===== config.mk =====
export PLATFORM = sky130hd
export DESIGN_NAME = mcr_bank
export DESIGN_NICKNAME = d
export VERILOG_FILES = /design/src/rtl/mcr_bank.v /design/src/rtl/mcr_sync.v
export VERILOG_INCLUDE_DIRS = /design/src /design/src/rtl
export SDC_FILE = /design/constraint.sdc
export NUM_CORES = 1
export LEC_CHECK = 0
export ABC_AREA = 1
export BUFFER_PORTS_ARGS = -buffer_cell sky130_fd_sc_hd__buf_2
export CORE_UTILIZATION = 25
export CTS_BUF_LIST = sky130_fd_sc_hd__clkbuf_16
export CTS_CLUSTER_SIZE = 24
export DETAILED_ROUTE_END_ITERATION = 10
export GPL_ROUTABILITY_DRIVEN = 0
export MAX_ROUTING_LAYER = met4
export PLACE_DENSITY = 0.52
export SYNTH_ARGS = -nofsm -noshare
export SYNTH_HDL_FRONTEND = slang
export SYNTH_SLANG_ARGS = --single-unit

===== constraint.sdc =====
create_clock -name clock -period 3.49 [get_ports clock]
set_clock_uncertainty 0.05 [all_clocks]
set_input_delay 0.698 -clock clock [delete_from_list [all_inputs] [get_ports clock]]
set_output_delay 0.698 -clock clock [all_outputs]
set_load 0.05 [all_outputs]

===== src/rtl/mcr_regs.vh =====
// register offsets, field positions, reset values and codes of the
// monitor control register bank; included by the design files only
`ifndef MCR_REGS_VH
`define MCR_REGS_VH

// register offsets on the serial bus pointer
`define MCR_OFS_HIGH_STATUS     8'h12
`define MCR_OFS_LOW_STATUS      8'h13
`define MCR_OFS_GENERAL_CONFIG  8'h14
`define MCR_OFS_DAC_CONFIG      8'h15
`define MCR_OFS_GPIO_PULLDOWN   8'h16
`define MCR_OFS_HIGH_IRQ_EN     8'h17
`define MCR_OFS_LOW_IRQ_EN      8'h18
`define MCR_OFS_CHAN_EN_LOW     8'h19
`define MCR_OFS_CHAN_EN_HIGH    8'h1A
`define MCR_OFS_TEMP_CHAN_EN    8'h1B
`define MCR_OFS_ONESHOT_TRIG    8'h1C

// lockable window: from the high irq enable up to the trigger
`define MCR_OFS_LOCK_FIRST      8'h17
`define MCR_OFS_LOCK_LAST       8'h1C

// general configuration fields
`define MCR_GEN_SOFT_RESET      7
`define MCR_GEN_TIMEOUT_DIS     2
`define MCR_GEN_LOCK            1
`define MCR_GEN_CONT_RUN        0

// dac configuration fields
`define MCR_DAC_GROUPING        2
`define MCR_DAC_RAIL_SEL        1
`define MCR_DAC_HIZ             0

// implemented bits per register; reserved bits read zero
`define MCR_GEN_MASK            8'h07
`define MCR_DAC_MASK            8'h07
`define MCR_LIMIT_EN_MASK       8'h3F
`define MCR_TEMP_EN_MASK        8'h01

// power-on values
`define MCR_RST_GENERAL         8'h00
`define MCR_RST_DAC             8'h03
`define MCR_RST_GPIO            8'hFF
`define MCR_RST_LIMIT_EN        8'h00
`define MCR_RST_CHAN_EN         8'h00

// number of window-monitored channels and result width
`define MCR_MON_CHANNELS        6
`define MCR_RESULT_BITS         12

`endif


===== src/rtl/mcr_bank.v =====
// control register bank of an analog monitor, reached over a two-wire
// serial bus (clock line in, open-drain data line) sampled by clock.
// assumes the bus clock is well below a quarter of the core clock.
`timescale 1ns/10ps
`include "mcr_regs.vh"

module mcr_bank #(
	parameter [6:0] DEV_ADDR = 7'h40, // arbitrary bus address
	parameter       MON      = `MCR_MON_CHANNELS,
	parameter       RW       = `MCR_RESULT_BITS
) (
	// clock and reset
	input  wire            clock,
	input  wire            srst,
	// serial bus pins
	input  wire            scl_in,
	input  wire            sda_in,
	output wire            sda_out,
	output wire            sda_oe,
	// conversion results from the sequencer (same clock)
	input  wire            result_valid,
	input  wire [2:0]      result_sel,
	input  wire [RW-1:0]   result_data,
	input  wire [MON*RW-1:0] upper_threshold,
	input  wire [MON*RW-1:0] lower_threshold,
	// sequencer control
	output wire            continuous_run,
	output reg             oneshot_fire,
	output wire [16:0]     input_include,
	output wire            bus_timeout_disable,
	output wire            register_lock,
	// dac and gpio control
	output wire            output_grouping_select,
	output wire            forced_rail_select,
	output wire            analog_outputs_hiz,
	output wire [7:0]      pulldown_off,
	// interrupt lines
	output wire            limit_irq_line_a,
	output wire            limit_irq_line_b
);

	// ---------------------------------------------------------------
	// bus engine states and phases
	// ---------------------------------------------------------------
	localparam [2:0] ST_IDLE = 3'd0;
	localparam [2:0] ST_RX   = 3'd1;
	localparam [2:0] ST_ACK  = 3'd2;
	localparam [2:0] ST_TX   = 3'd3;
	localparam [2:0] ST_RACK = 3'd4;
	localparam [1:0] PH_ADDR = 2'd0;
	localparam [1:0] PH_PTR  = 2'd1;
	localparam [1:0] PH_DATA = 2'd2;
	reg  [2:0] state_q;
	reg  [1:0] phase_q;
	reg  [3:0] bit_cnt_q;
	reg  [7:0] shift_q, ptr_q, wr_ptr_q, wr_data_q;
	reg        read_q, sda_oe_q, scl_d_q, sda_d_q, wr_q;
	// registers
	reg  [7:0] general_config_q, dac_output_config_q;
	reg  [7:0] gpio_pulldown_control_q, high_limit_irq_enable_q;
	reg  [7:0] low_limit_irq_enable_q, channel_enable_low_q;
	reg  [7:0] channel_enable_high_q, temp_channel_enable_q;
	reg  [MON-1:0] over_limit_status_q, under_limit_status_q;
	// bus events and decodes
	wire       scl_s, sda_s, scl_rise, scl_fall;
	wire       bus_start, bus_stop, lockable, soft_reset;
	reg  [7:0] rd_data;

	// ---------------------------------------------------------------
	// pin synchronisers and bus events
	// ---------------------------------------------------------------
	mcr_sync #(
		.WIDTH    (2)
	) u_sync (
		.clock    (clock),
		.srst     (srst),
		.async_in ({scl_in, sda_in}),
		.sync_out ({scl_s, sda_s})
	);

	// one more stage to find edges; reset to the idle high bus level
	always @(posedge clock) begin
		scl_d_q <= scl_s | srst;
		sda_d_q <= sda_s | srst;
	end

	assign scl_rise  = scl_s & ~scl_d_q;
	assign scl_fall  = ~scl_s & scl_d_q;
	assign bus_start = scl_s & scl_d_q & sda_d_q & ~sda_s;
	assign bus_stop  = scl_s & scl_d_q & ~sda_d_q & sda_s;

	// ---------------------------------------------------------------
	// bus engine: address, pointer, data bytes with auto-increment
	// ---------------------------------------------------------------
	always @(posedge clock) begin
		if (srst) begin
			state_q   <= ST_IDLE;
			phase_q   <= PH_ADDR;
			bit_cnt_q <= 4'h0;
			shift_q   <= 8'h00;
			ptr_q     <= 8'h00;
			read_q    <= 1'b0;
			sda_oe_q  <= 1'b0;
			wr_q      <= 1'b0;
			wr_ptr_q  <= 8'h00;
			wr_data_q <= 8'h00;
		end else begin
			wr_q <= 1'b0;
			if (bus_start) begin
				// repeated start keeps the pointer for a following read
				state_q   <= ST_RX;
				phase_q   <= PH_ADDR;
				bit_cnt_q <= 4'h0;
				sda_oe_q  <= 1'b0;
			end else if (bus_stop) begin
				state_q  <= ST_IDLE;
				sda_oe_q <= 1'b0;
			end else begin
				case (state_q)
				ST_RX: begin
					if (scl_rise) begin
						shift_q   <= {shift_q[6:0], sda_s};
						bit_cnt_q <= bit_cnt_q + 4'h1;
					end else if (scl_fall && bit_cnt_q == 4'h8) begin
						bit_cnt_q <= 4'h0;
						case (phase_q)
						PH_ADDR: begin
							if (shift_q[7:1] == DEV_ADDR) begin
								read_q   <= shift_q[0];
								state_q  <= ST_ACK;
								sda_oe_q <= 1'b1;
							end else
								state_q <= ST_IDLE;
						end
						PH_PTR: begin
							ptr_q    <= shift_q;
							phase_q  <= PH_DATA;
							state_q  <= ST_ACK;
							sda_oe_q <= 1'b1;
						end
						default: begin
							// every byte is acknowledged, even when ignored
							wr_q      <= 1'b1;
							wr_ptr_q  <= ptr_q;
							wr_data_q <= shift_q;
							ptr_q     <= ptr_q + 8'h01;
							state_q   <= ST_ACK;
							sda_oe_q  <= 1'b1;
						end
						endcase
					end
				end
				ST_ACK: begin
					if (scl_fall) begin
						if (phase_q == PH_ADDR && read_q) begin
							state_q  <= ST_TX;
							shift_q  <= rd_data;
							ptr_q    <= ptr_q + 8'h01;
							sda_oe_q <= ~rd_data[7];
						end else begin
							if (phase_q == PH_ADDR)
								phase_q <= PH_PTR;
							state_q  <= ST_RX;
							sda_oe_q <= 1'b0;
						end
					end
				end
				ST_TX: begin
					if (scl_rise) begin
						bit_cnt_q <= bit_cnt_q + 4'h1;
					end else if (scl_fall) begin
						if (bit_cnt_q == 4'h8) begin
							bit_cnt_q <= 4'h0;
							state_q   <= ST_RACK;
							sda_oe_q  <= 1'b0;
						end else begin
							shift_q  <= {shift_q[6:0], 1'b0};
							sda_oe_q <= ~shift_q[6];
						end
					end
				end
				ST_RACK: begin
					// a high acknowledge from the master ends the read
					if (scl_rise && sda_s) begin
						state_q <= ST_IDLE;
					end else if (scl_fall) begin
						state_q  <= ST_TX;
						shift_q  <= rd_data;
						ptr_q    <= ptr_q + 8'h01;
						sda_oe_q <= ~rd_data[7];
					end
				end
				default: begin // idle, or a stray code
					state_q  <= ST_IDLE;
					sda_oe_q <= 1'b0;
				end
				endcase
			end
		end
	end

	// open drain: only ever pulls low
	assign sda_out = 1'b0;
	assign sda_oe  = sda_oe_q;

	// ---------------------------------------------------------------
	// register writes, single-shot trigger and window status
	// ---------------------------------------------------------------
	assign lockable   = (wr_ptr_q >= `MCR_OFS_LOCK_FIRST) &&
	                    (wr_ptr_q <= `MCR_OFS_LOCK_LAST);
	assign soft_reset = wr_q && wr_ptr_q == `MCR_OFS_GENERAL_CONFIG &&
	                    wr_data_q[`MCR_GEN_SOFT_RESET];

	// the reset bit never stores, so it clears itself with the rest
	always @(posedge clock) begin
		if (srst || soft_reset) begin
			general_config_q        <= `MCR_RST_GENERAL;
			dac_output_config_q     <= `MCR_RST_DAC;
			gpio_pulldown_control_q <= `MCR_RST_GPIO;
			high_limit_irq_enable_q <= `MCR_RST_LIMIT_EN;
			low_limit_irq_enable_q  <= `MCR_RST_LIMIT_EN;
			channel_enable_low_q    <= `MCR_RST_CHAN_EN;
			channel_enable_high_q   <= `MCR_RST_CHAN_EN;
			temp_channel_enable_q   <= `MCR_RST_CHAN_EN;
		end else if (wr_q && !(lockable && register_lock)) begin
			case (wr_ptr_q)
			`MCR_OFS_GENERAL_CONFIG:
				general_config_q <= wr_data_q & `MCR_GEN_MASK;
			`MCR_OFS_DAC_CONFIG:
				dac_output_config_q <= wr_data_q & `MCR_DAC_MASK;
			`MCR_OFS_GPIO_PULLDOWN:
				gpio_pulldown_control_q <= wr_data_q;
			`MCR_OFS_HIGH_IRQ_EN:
				high_limit_irq_enable_q <= wr_data_q & `MCR_LIMIT_EN_MASK;
			`MCR_OFS_LOW_IRQ_EN:
				low_limit_irq_enable_q <= wr_data_q & `MCR_LIMIT_EN_MASK;
			`MCR_OFS_CHAN_EN_LOW:
				channel_enable_low_q <= wr_data_q;
			`MCR_OFS_CHAN_EN_HIGH:
				channel_enable_high_q <= wr_data_q;
			`MCR_OFS_TEMP_CHAN_EN:
				temp_channel_enable_q <= wr_data_q & `MCR_TEMP_EN_MASK;
			default: ;
			endcase
		end
	end

	// the trigger fires only while locked: the lock is what permits it
	always @(posedge clock) begin
		oneshot_fire <= !srst && wr_q &&
		                wr_ptr_q == `MCR_OFS_ONESHOT_TRIG &&
		                !general_config_q[`MCR_GEN_CONT_RUN] &&
		                register_lock;
	end

	// window status per monitored channel
	genvar ch;
	generate
		for (ch = 0; ch < MON; ch = ch + 1) begin : g_mon
			// status follows the latest result of its channel only
			always @(posedge clock) begin
				if (srst || soft_reset) begin
					over_limit_status_q[ch]  <= 1'b0;
					under_limit_status_q[ch] <= 1'b0;
				end else if (result_valid && result_sel == ch) begin
					over_limit_status_q[ch]  <= result_data >
						upper_threshold[ch*RW +: RW];
					under_limit_status_q[ch] <= result_data <=
						lower_threshold[ch*RW +: RW];
				end
			end
		end
	endgenerate

	// ---------------------------------------------------------------
	// read mux and control outputs
	// ---------------------------------------------------------------
	always @* begin
		rd_data = 8'h00;
		case (ptr_q)
		`MCR_OFS_HIGH_STATUS:    rd_data[MON-1:0] = over_limit_status_q;
		`MCR_OFS_LOW_STATUS:     rd_data[MON-1:0] = under_limit_status_q;
		`MCR_OFS_GENERAL_CONFIG: rd_data = general_config_q;
		`MCR_OFS_DAC_CONFIG:     rd_data = dac_output_config_q;
		`MCR_OFS_GPIO_PULLDOWN:  rd_data = gpio_pulldown_control_q;
		`MCR_OFS_HIGH_IRQ_EN:    rd_data = high_limit_irq_enable_q;
		`MCR_OFS_LOW_IRQ_EN:     rd_data = low_limit_irq_enable_q;
		`MCR_OFS_CHAN_EN_LOW:    rd_data = channel_enable_low_q;
		`MCR_OFS_CHAN_EN_HIGH:   rd_data = channel_enable_high_q;
		`MCR_OFS_TEMP_CHAN_EN:   rd_data = temp_channel_enable_q;
		default:                 rd_data = 8'h00;
		endcase
	end

	// control outputs, all straight from the registers but continuous_run, which the lock gates
	assign register_lock       = general_config_q[`MCR_GEN_LOCK];
	assign bus_timeout_disable = general_config_q[`MCR_GEN_TIMEOUT_DIS];
	// continuous mode only runs once the bank is locked
	assign continuous_run = general_config_q[`MCR_GEN_CONT_RUN] &
	                        register_lock;
	// include bits are levels only; they never start anything
	assign input_include = {temp_channel_enable_q[0],
	                        channel_enable_high_q,
	                        channel_enable_low_q};
	assign output_grouping_select = dac_output_config_q[`MCR_DAC_GROUPING];
	assign forced_rail_select = dac_output_config_q[`MCR_DAC_RAIL_SEL];
	assign analog_outputs_hiz = dac_output_config_q[`MCR_DAC_HIZ];
	assign pulldown_off       = gpio_pulldown_control_q;

	// bit i of each enable register pairs with status bit i
	assign limit_irq_line_a = |(over_limit_status_q &
	                           high_limit_irq_enable_q[MON-1:0]);
	assign limit_irq_line_b = |(under_limit_status_q &
	                           low_limit_irq_enable_q[MON-1:0]);

endmodule // mcr_bank


===== src/rtl/mcr_sync.v =====
// two-stage synchroniser for a group of pins from outside the clock
// domain; assumes nothing but the local clock and synchronous reset
`timescale 1ns/10ps

module mcr_sync #(
	parameter WIDTH = 2
) (
	// clock and reset
	input  wire             clock,
	input  wire             srst,
	// pins in, synchronised levels out
	input  wire [WIDTH-1:0] async_in,
	output wire [WIDTH-1:0] sync_out
);

	reg [WIDTH-1:0] meta_q;
	reg [WIDTH-1:0] stable_q;

	// ---------------------------------------------------------------
	// per-bit double flop
	// ---------------------------------------------------------------
	genvar i;
	generate
		for (i = 0; i < WIDTH; i = i + 1) begin : g_bit
			// idle bus level is high, so reset to one avoids a false start
			always @(posedge clock) begin
				if (srst) begin
					meta_q[i]   <= 1'b1;
					stable_q[i] <= 1'b1;
				end else begin
					meta_q[i]   <= async_in[i];
					stable_q[i] <= meta_q[i];
				end
			end
		end
	endgenerate

	assign sync_out = stable_q;

endmodule // mcr_sync


==> report_table.html <==
<table>
<tr><th>Metric</th><th>Value</th></tr>
<tr><th colspan="2">Synthesis</th></tr>
<tr><td>Synth Area per Inst</td><td>6.35 µm²</td></tr>
<tr><td>Seq cells post-synth</td><td>106</td></tr>
<tr><td>Post-synthesis cell type count</td><td>38</td></tr>
<tr><td>Post-synthesis instance area</td><td>~9600 µm²</td></tr>
<tr><td>Number of warnings printed during yosys synthesis</td><td>0</td></tr>
<tr><td>Syn Nets</td><td>around 1800</td></tr>
<tr><td>Number of cells produced by synthesis</td><td>1504</td></tr>
<tr><td>Share of the yosys chip area belonging to registers</td><td>between 20 and 25%</td></tr>
<tr><th colspan="2">STA</th></tr>
<tr><td>Number of endpoints failing setup at the final stage</td><td>0</td></tr>
<tr><td>Relative slew margins</td><td>between 30 and 40%</td></tr>
<tr><td>Setup repair after global routing missed its margin</td><td>no</td></tr>
<tr><td>Worst Tran Pin Value</td><td>913 ps</td></tr>
<tr><td>Final TNS setup</td><td>0 ps</td></tr>
<tr><td>Maximum clock rate</td><td>0.426 GHz</td></tr>
<tr><td>Final slew viol count</td><td>0</td></tr>
<tr><td>Crit path time final</td><td>approximately 2400 ps</td></tr>
<tr><td>Hold Slack</td><td>about 360 ps</td></tr>
<tr><td>Crit share post-route</td><td>roughly 67%</td></tr>
<tr><td>Number of hold violations in the final report</td><td>0</td></tr>
<tr><th colspan="2">Min path</th></tr>
<tr><td>Hold-critical path endpoint</td><td>u_sync.sync_out[0]$_SDFF_PP1_</td></tr>
<tr><td>Type of the most critical hold path</td><td>flip-flop to flip-flop</td></tr>
<tr><td>Hold Path Cell Cnt</td><td>1</td></tr>
<tr><td>Hold wc startpoint</td><td>u_sync.meta_q[0]$_SDFF_PP1_</td></tr>
<tr><th colspan="2">Critical path</th></tr>
<tr><td>CP Cell Sequence</td><td>nand2_1, o21ai_0, a221oi_1, o211ai_1, buf_2</td></tr>
<tr><td>Critical Path Slowest Stage Cell</td><td>sky130_fd_sc_hd__dfxtp_1</td></tr>
<tr><td>Setup Crit Path Kind</td><td>flip-flop to output port</td></tr>
<tr><td>Data arrival at the endpoint of the critical path</td><td>1600 ps</td></tr>
<tr><td>Capture point of the worst reg-to-reg path</td><td>high_limit_irq_enable_q[5]$_SDFFE_PP0P_</td></tr>
<tr><td>Endpoint required time on the critical path</td><td>2740 ps</td></tr>
<tr><td>Sort of element at the start of the critical path</td><td>flip-flop</td></tr>
<tr><td>Critical path fanouts, max</td><td>3</td></tr>
<tr><td>Reg2reg path depth</td><td>5</td></tr>
<tr><td>Reg2reg start</td><td>wr_q$_SDFF_PP0_</td></tr>
<tr><td>Delay of the slowest cell on the worst path</td><td>between 300 and 400 ps</td></tr>
<tr><td>Kind of end point of the critical path</td><td>output port</td></tr>
<tr><td>Flop2flop setup slack</td><td>1370 ps</td></tr>
<tr><th colspan="2">Floorplan</th></tr>
<tr><td>Die Outline Area</td><td>approximately 39000 µm²</td></tr>
<tr><td>Die extent in x</td><td>198 µm</td></tr>
<tr><td>Initial Util</td><td>between 20% and 30%</td></tr>
<tr><td>Cell row count</td><td>71</td></tr>
<tr><td>Die Height</td><td>a little under 200 µm</td></tr>
<tr><td>Core area</td><td>37700 µm²</td></tr>
<tr><td>I/O pin count</td><td>200</td></tr>
<tr><th colspan="2">Final layout</th></tr>
<tr><td>Area used by sequential logic in the layout</td><td>2120 µm²</td></tr>
<tr><td>Share of final-layout standard cells stronger than drive strength 1</td><td>between 10% and 20%</td></tr>
<tr><td>Antenna diode instance count</td><td>0</td></tr>
<tr><td>Final core occ</td><td>between 30% and 40%</td></tr>
<tr><td>Fin nets</td><td>2007</td></tr>
<tr><td>Area growth, synth to finish</td><td>19.2%</td></tr>
<tr><td>Area used by multi-input combinational logic</td><td>around 6100 µm²</td></tr>
<tr><td>Final std cells w/o fill</td><td>~2200</td></tr>
<tr><td>Layout filler cell count</td><td>roughly 4300</td></tr>
<tr><th colspan="2">Place</th></tr>
<tr><td>Post-DP HPWL</td><td>about 26000 µm</td></tr>
<tr><td>Number of port buffers</td><td>about 200</td></tr>
<tr><td>Post-placement cell count</td><td>between 2000 and 2500</td></tr>
<tr><th colspan="2">Global route</th></tr>
<tr><td>Pin count of the biggest net entering global routing</td><td>between 40 and 50</td></tr>
<tr><td>Initial antenna violation count</td><td>0</td></tr>
<tr><td>Remaining global-route overflow</td><td>0</td></tr>
<tr><td>First-pass GRT wire length</td><td>about 51000 µm</td></tr>
<tr><td>Number of global-route vias before repair</td><td>10100</td></tr>
<tr><td>GRT Resource Usage Total</td><td>roughly 17%</td></tr>
<tr><th colspan="2">Flow run</th></tr>
<tr><td>Max cap viols</td><td>0</td></tr>
<tr><th colspan="2">Clock network</th></tr>
<tr><td>Hold-fix buffers, CTS</td><td>0</td></tr>
<tr><td>Deepest clock path buffer count</td><td>2</td></tr>
<tr><td>Resized cells post-CTS</td><td>0</td></tr>
<tr><td>Number of buffers added by the clock tree synthesis step</td><td>9</td></tr>
<tr><td>Setup repair bufs after CTS</td><td>0</td></tr>
<tr><td>CTS H-tree depth</td><td>3</td></tr>
<tr><td>Clock tree from TritonCTS</td><td>built</td></tr>
<tr><td>Clock-pin slew on the worst setup and hold paths</td><td>roughly 80 ps</td></tr>
<tr><td>Clk sinks</td><td>between 100 and 150</td></tr>
<tr><td>Clk_lat worst skew</td><td>around 370 ps</td></tr>
<tr><td>Buffer type at the clock tree root</td><td>sky130_fd_sc_hd__clkbuf_16</td></tr>
<tr><th colspan="2">Power</th></tr>
<tr><td>Total Power</td><td>3.27 mW</td></tr>
<tr><td>P per Cell Area</td><td>~290 nW/µm²</td></tr>
<tr><td>Worst ir drop on vdd</td><td>approximately 0.00022 V</td></tr>
<tr><td>Lkg Pwr</td><td>approximately 6 nW</td></tr>
<tr><th colspan="2">Detailed routing</th></tr>
<tr><td>Number of iterations in the first detailed-routing pass</td><td>5</td></tr>
<tr><td>WL/cell</td><td>between 10 and 15 µm</td></tr>
<tr><td>Final wirelength</td><td>roughly 31000 µm</td></tr>
<tr><td>Via Count</td><td>about 10000</td></tr>
<tr><td>Vias per Instance</td><td>between 4 and 5</td></tr>
<tr><td>DR DRC count</td><td>0</td></tr>
<tr><td>Remaining antenna violation count after routing</td><td>0</td></tr>
<tr><td>Detailed router's first-iteration violation count</td><td>480</td></tr>
<tr><th colspan="2">Outcome</th></tr>
<tr><td>Run status</td><td>finished clean</td></tr>
</table>
==> state kept, by name, indices dropped and copies added (netlist names), 2 cells and up <==
name	flops
bit_cnt_q	4
channel_enable_high_q	8
channel_enable_low_q	8
dac_output_config_q	3
general_config_q	3
high_limit_irq_enable_q	6
low_limit_irq_enable_q	6
over_limit_status_q	6
phase_q	2
ptr_q	8
pulldown_off	8
shift_q	8
state_q	3
u_sync.meta_q	2
u_sync.sync_out	2
under_limit_status_q	6
wr_data_q	8
wr_ptr_q	8
==> metrics by stage <==
| step | worst slack (ps) | area [µm²] |
|---|---|---|
| after floorplan | 1590 | 9560 |
| after global placement | 1220 | 11100 |
| after detailed placement | 1190 | 11100 |
| after CTS | 1160 | 11400 |
| after global routing | 1030 | 11400 |
| final | 1140 | 11400 |
==> cells by family after synthesis <==
family / Yosys count / synth area share (%)
AO/OA/AOI/OAI: 211 / 11.8
AND/OR/NAND/NOR: 683 / 31.5
flip-flops: 106 / 22.2
buffers and inverters: 345 / 14.0
XOR/XNOR: 5 / 0.458
other: 1 / 0.0392
adder cells (fa/ha/maj): 153 / 20.0
==> layout by cell type (no fill, tap or decap), types with 9 or more instances in the layout <==
cell                          n
sky130_fd_sc_hd__nor3_1      16
sky130_fd_sc_hd__o21ai_0     69
sky130_fd_sc_hd__nand2_1    302
sky130_fd_sc_hd__nor2_1     168
sky130_fd_sc_hd__dfxtp_1    106
sky130_fd_sc_hd__buf_4        9
sky130_fd_sc_hd__nand4_1     59
sky130_fd_sc_hd__nand3_1    106
sky130_fd_sc_hd__clkbuf_16    9
sky130_fd_sc_hd__a21oi_1    111
sky130_fd_sc_hd__buf_2      198
sky130_fd_sc_hd__inv_1      309
sky130_fd_sc_hd__o21a_1      12
sky130_fd_sc_hd__ha_1       153
==> power by group <==
| part | internal, mW | switching, mW | leakage (nW) |
|---|---|---|---|
| Sequential | 1.26 | 0.0501 | 0.857 |
| Combinational | 0.350 | 0.588 | 5.15 |
| Clock | 0.496 | 0.526 | 0.127 |
| Total | 2.10 | 1.16 | 6.13 |
==> metal layers <==
metal	GRT usage, %	share of wire [%]	vias up
li1	-	-	5202
met1	18.8	43	4555
met2	30.7	51	192
met3	2.08	3.1	50
met4	5.25	2.6	0
met5	-	0	-
==> worst max-delay path: cells and delay by family, from the launching register on <==
kind	cells	cell delay [ps]
AO/OA/AOI/OAI	3	530
buffers and inverters	1	260
flip-flops	1	360
AND/OR/NAND/NOR	1	90
==> Yosys cell counts <==
cell / instances / area, µm²
sky130_fd_sc_hd__a21oi_1: 111 / 556
sky130_fd_sc_hd__o211ai_1: 5 / 37.5
sky130_fd_sc_hd__nand2_1: 302 / 1130
sky130_fd_sc_hd__nand3b_1: 1 / 7.51
sky130_fd_sc_hd__nor3b_1: 2 / 15.0
sky130_fd_sc_hd__ha_1: 153 / 1910
sky130_fd_sc_hd__buf_6: 2 / 22.5
sky130_fd_sc_hd__a221oi_1: 1 / 8.76
sky130_fd_sc_hd__o21bai_1: 3 / 22.5
sky130_fd_sc_hd__a31oi_1: 1 / 6.26
sky130_fd_sc_hd__nand3_4: 1 / 17.5
sky130_fd_sc_hd__clkbuf_1: 9 / 33.8
sky130_fd_sc_hd__o22ai_1: 2 / 12.5
sky130_fd_sc_hd__or2_2: 6 / 37.5
sky130_fd_sc_hd__nor2_2: 3 / 18.8
sky130_fd_sc_hd__xor2_1: 5 / 43.8
sky130_fd_sc_hd__inv_2: 4 / 15.0
sky130_fd_sc_hd__a21o_1: 6 / 45.0
sky130_fd_sc_hd__buf_4: 1 / 7.51
sky130_fd_sc_hd__dfxtp_1: 106 / 2120
sky130_fd_sc_hd__conb_1: 1 / 3.75
sky130_fd_sc_hd__nor2_4: 3 / 33.8
sky130_fd_sc_hd__nand3_1: 106 / 531
sky130_fd_sc_hd__nor2_1: 169 / 634
sky130_fd_sc_hd__buf_1: 4 / 15.0
sky130_fd_sc_hd__nor3_1: 16 / 80.1
sky130_fd_sc_hd__o21a_1: 12 / 90.1
sky130_fd_sc_hd__buf_2: 15 / 75.1
sky130_fd_sc_hd__a211oi_1: 1 / 7.51
sky130_fd_sc_hd__nor4_1: 2 / 12.5
sky130_fd_sc_hd__nor3_2: 5 / 50.1
sky130_fd_sc_hd__clkbuf_2: 1 / 5.00
sky130_fd_sc_hd__o21ai_0: 69 / 345
sky130_fd_sc_hd__nand3_2: 3 / 30.0
sky130_fd_sc_hd__nand2_4: 1 / 11.3
sky130_fd_sc_hd__nand4_1: 59 / 369
sky130_fd_sc_hd__inv_1: 309 / 1160
sky130_fd_sc_hd__nand2_2: 4 / 25.0
==> how the worst max path moves through the flow <==
| stage | from | endpoint | slack [ps] |
|---|---|---|---|
| 6_report | over_limit_status_q[1]$_SDFFE_PP0P_ | limit_irq_line_a | 1140 |
| 5_1_grt | over_limit_status_q[5]$_SDFFE_PP0P_ | limit_irq_line_a | 1030 |
| 4_1_cts | over_limit_status_q[1]$_SDFFE_PP0P_ | limit_irq_line_a | 1160 |
| 3_5_place_dp | srst | under_limit_status_q[5]$_SDFFE_PP0P_ | 1190 |
| 3_3_place_gp | srst | under_limit_status_q[4]$_SDFFE_PP0P_ | 1220 |
| 2_1_floorplan | high_limit_irq_enable_q[0]$_SDFFE_PP0P_ | limit_irq_line_a | 1590 |
==> area by class of cell <==
type | instances | area share (%)
multi-input combinational | 1053 | 53.6
sequential | 106 | 18.6
inverter | 313 | 10.3
timing repair buffer | 207 | 9.30
tap | 511 | 5.62
clock buffer | 9 | 1.98
clock inverter | 7 | 0.560
Power figures use the tool's default switching activity.
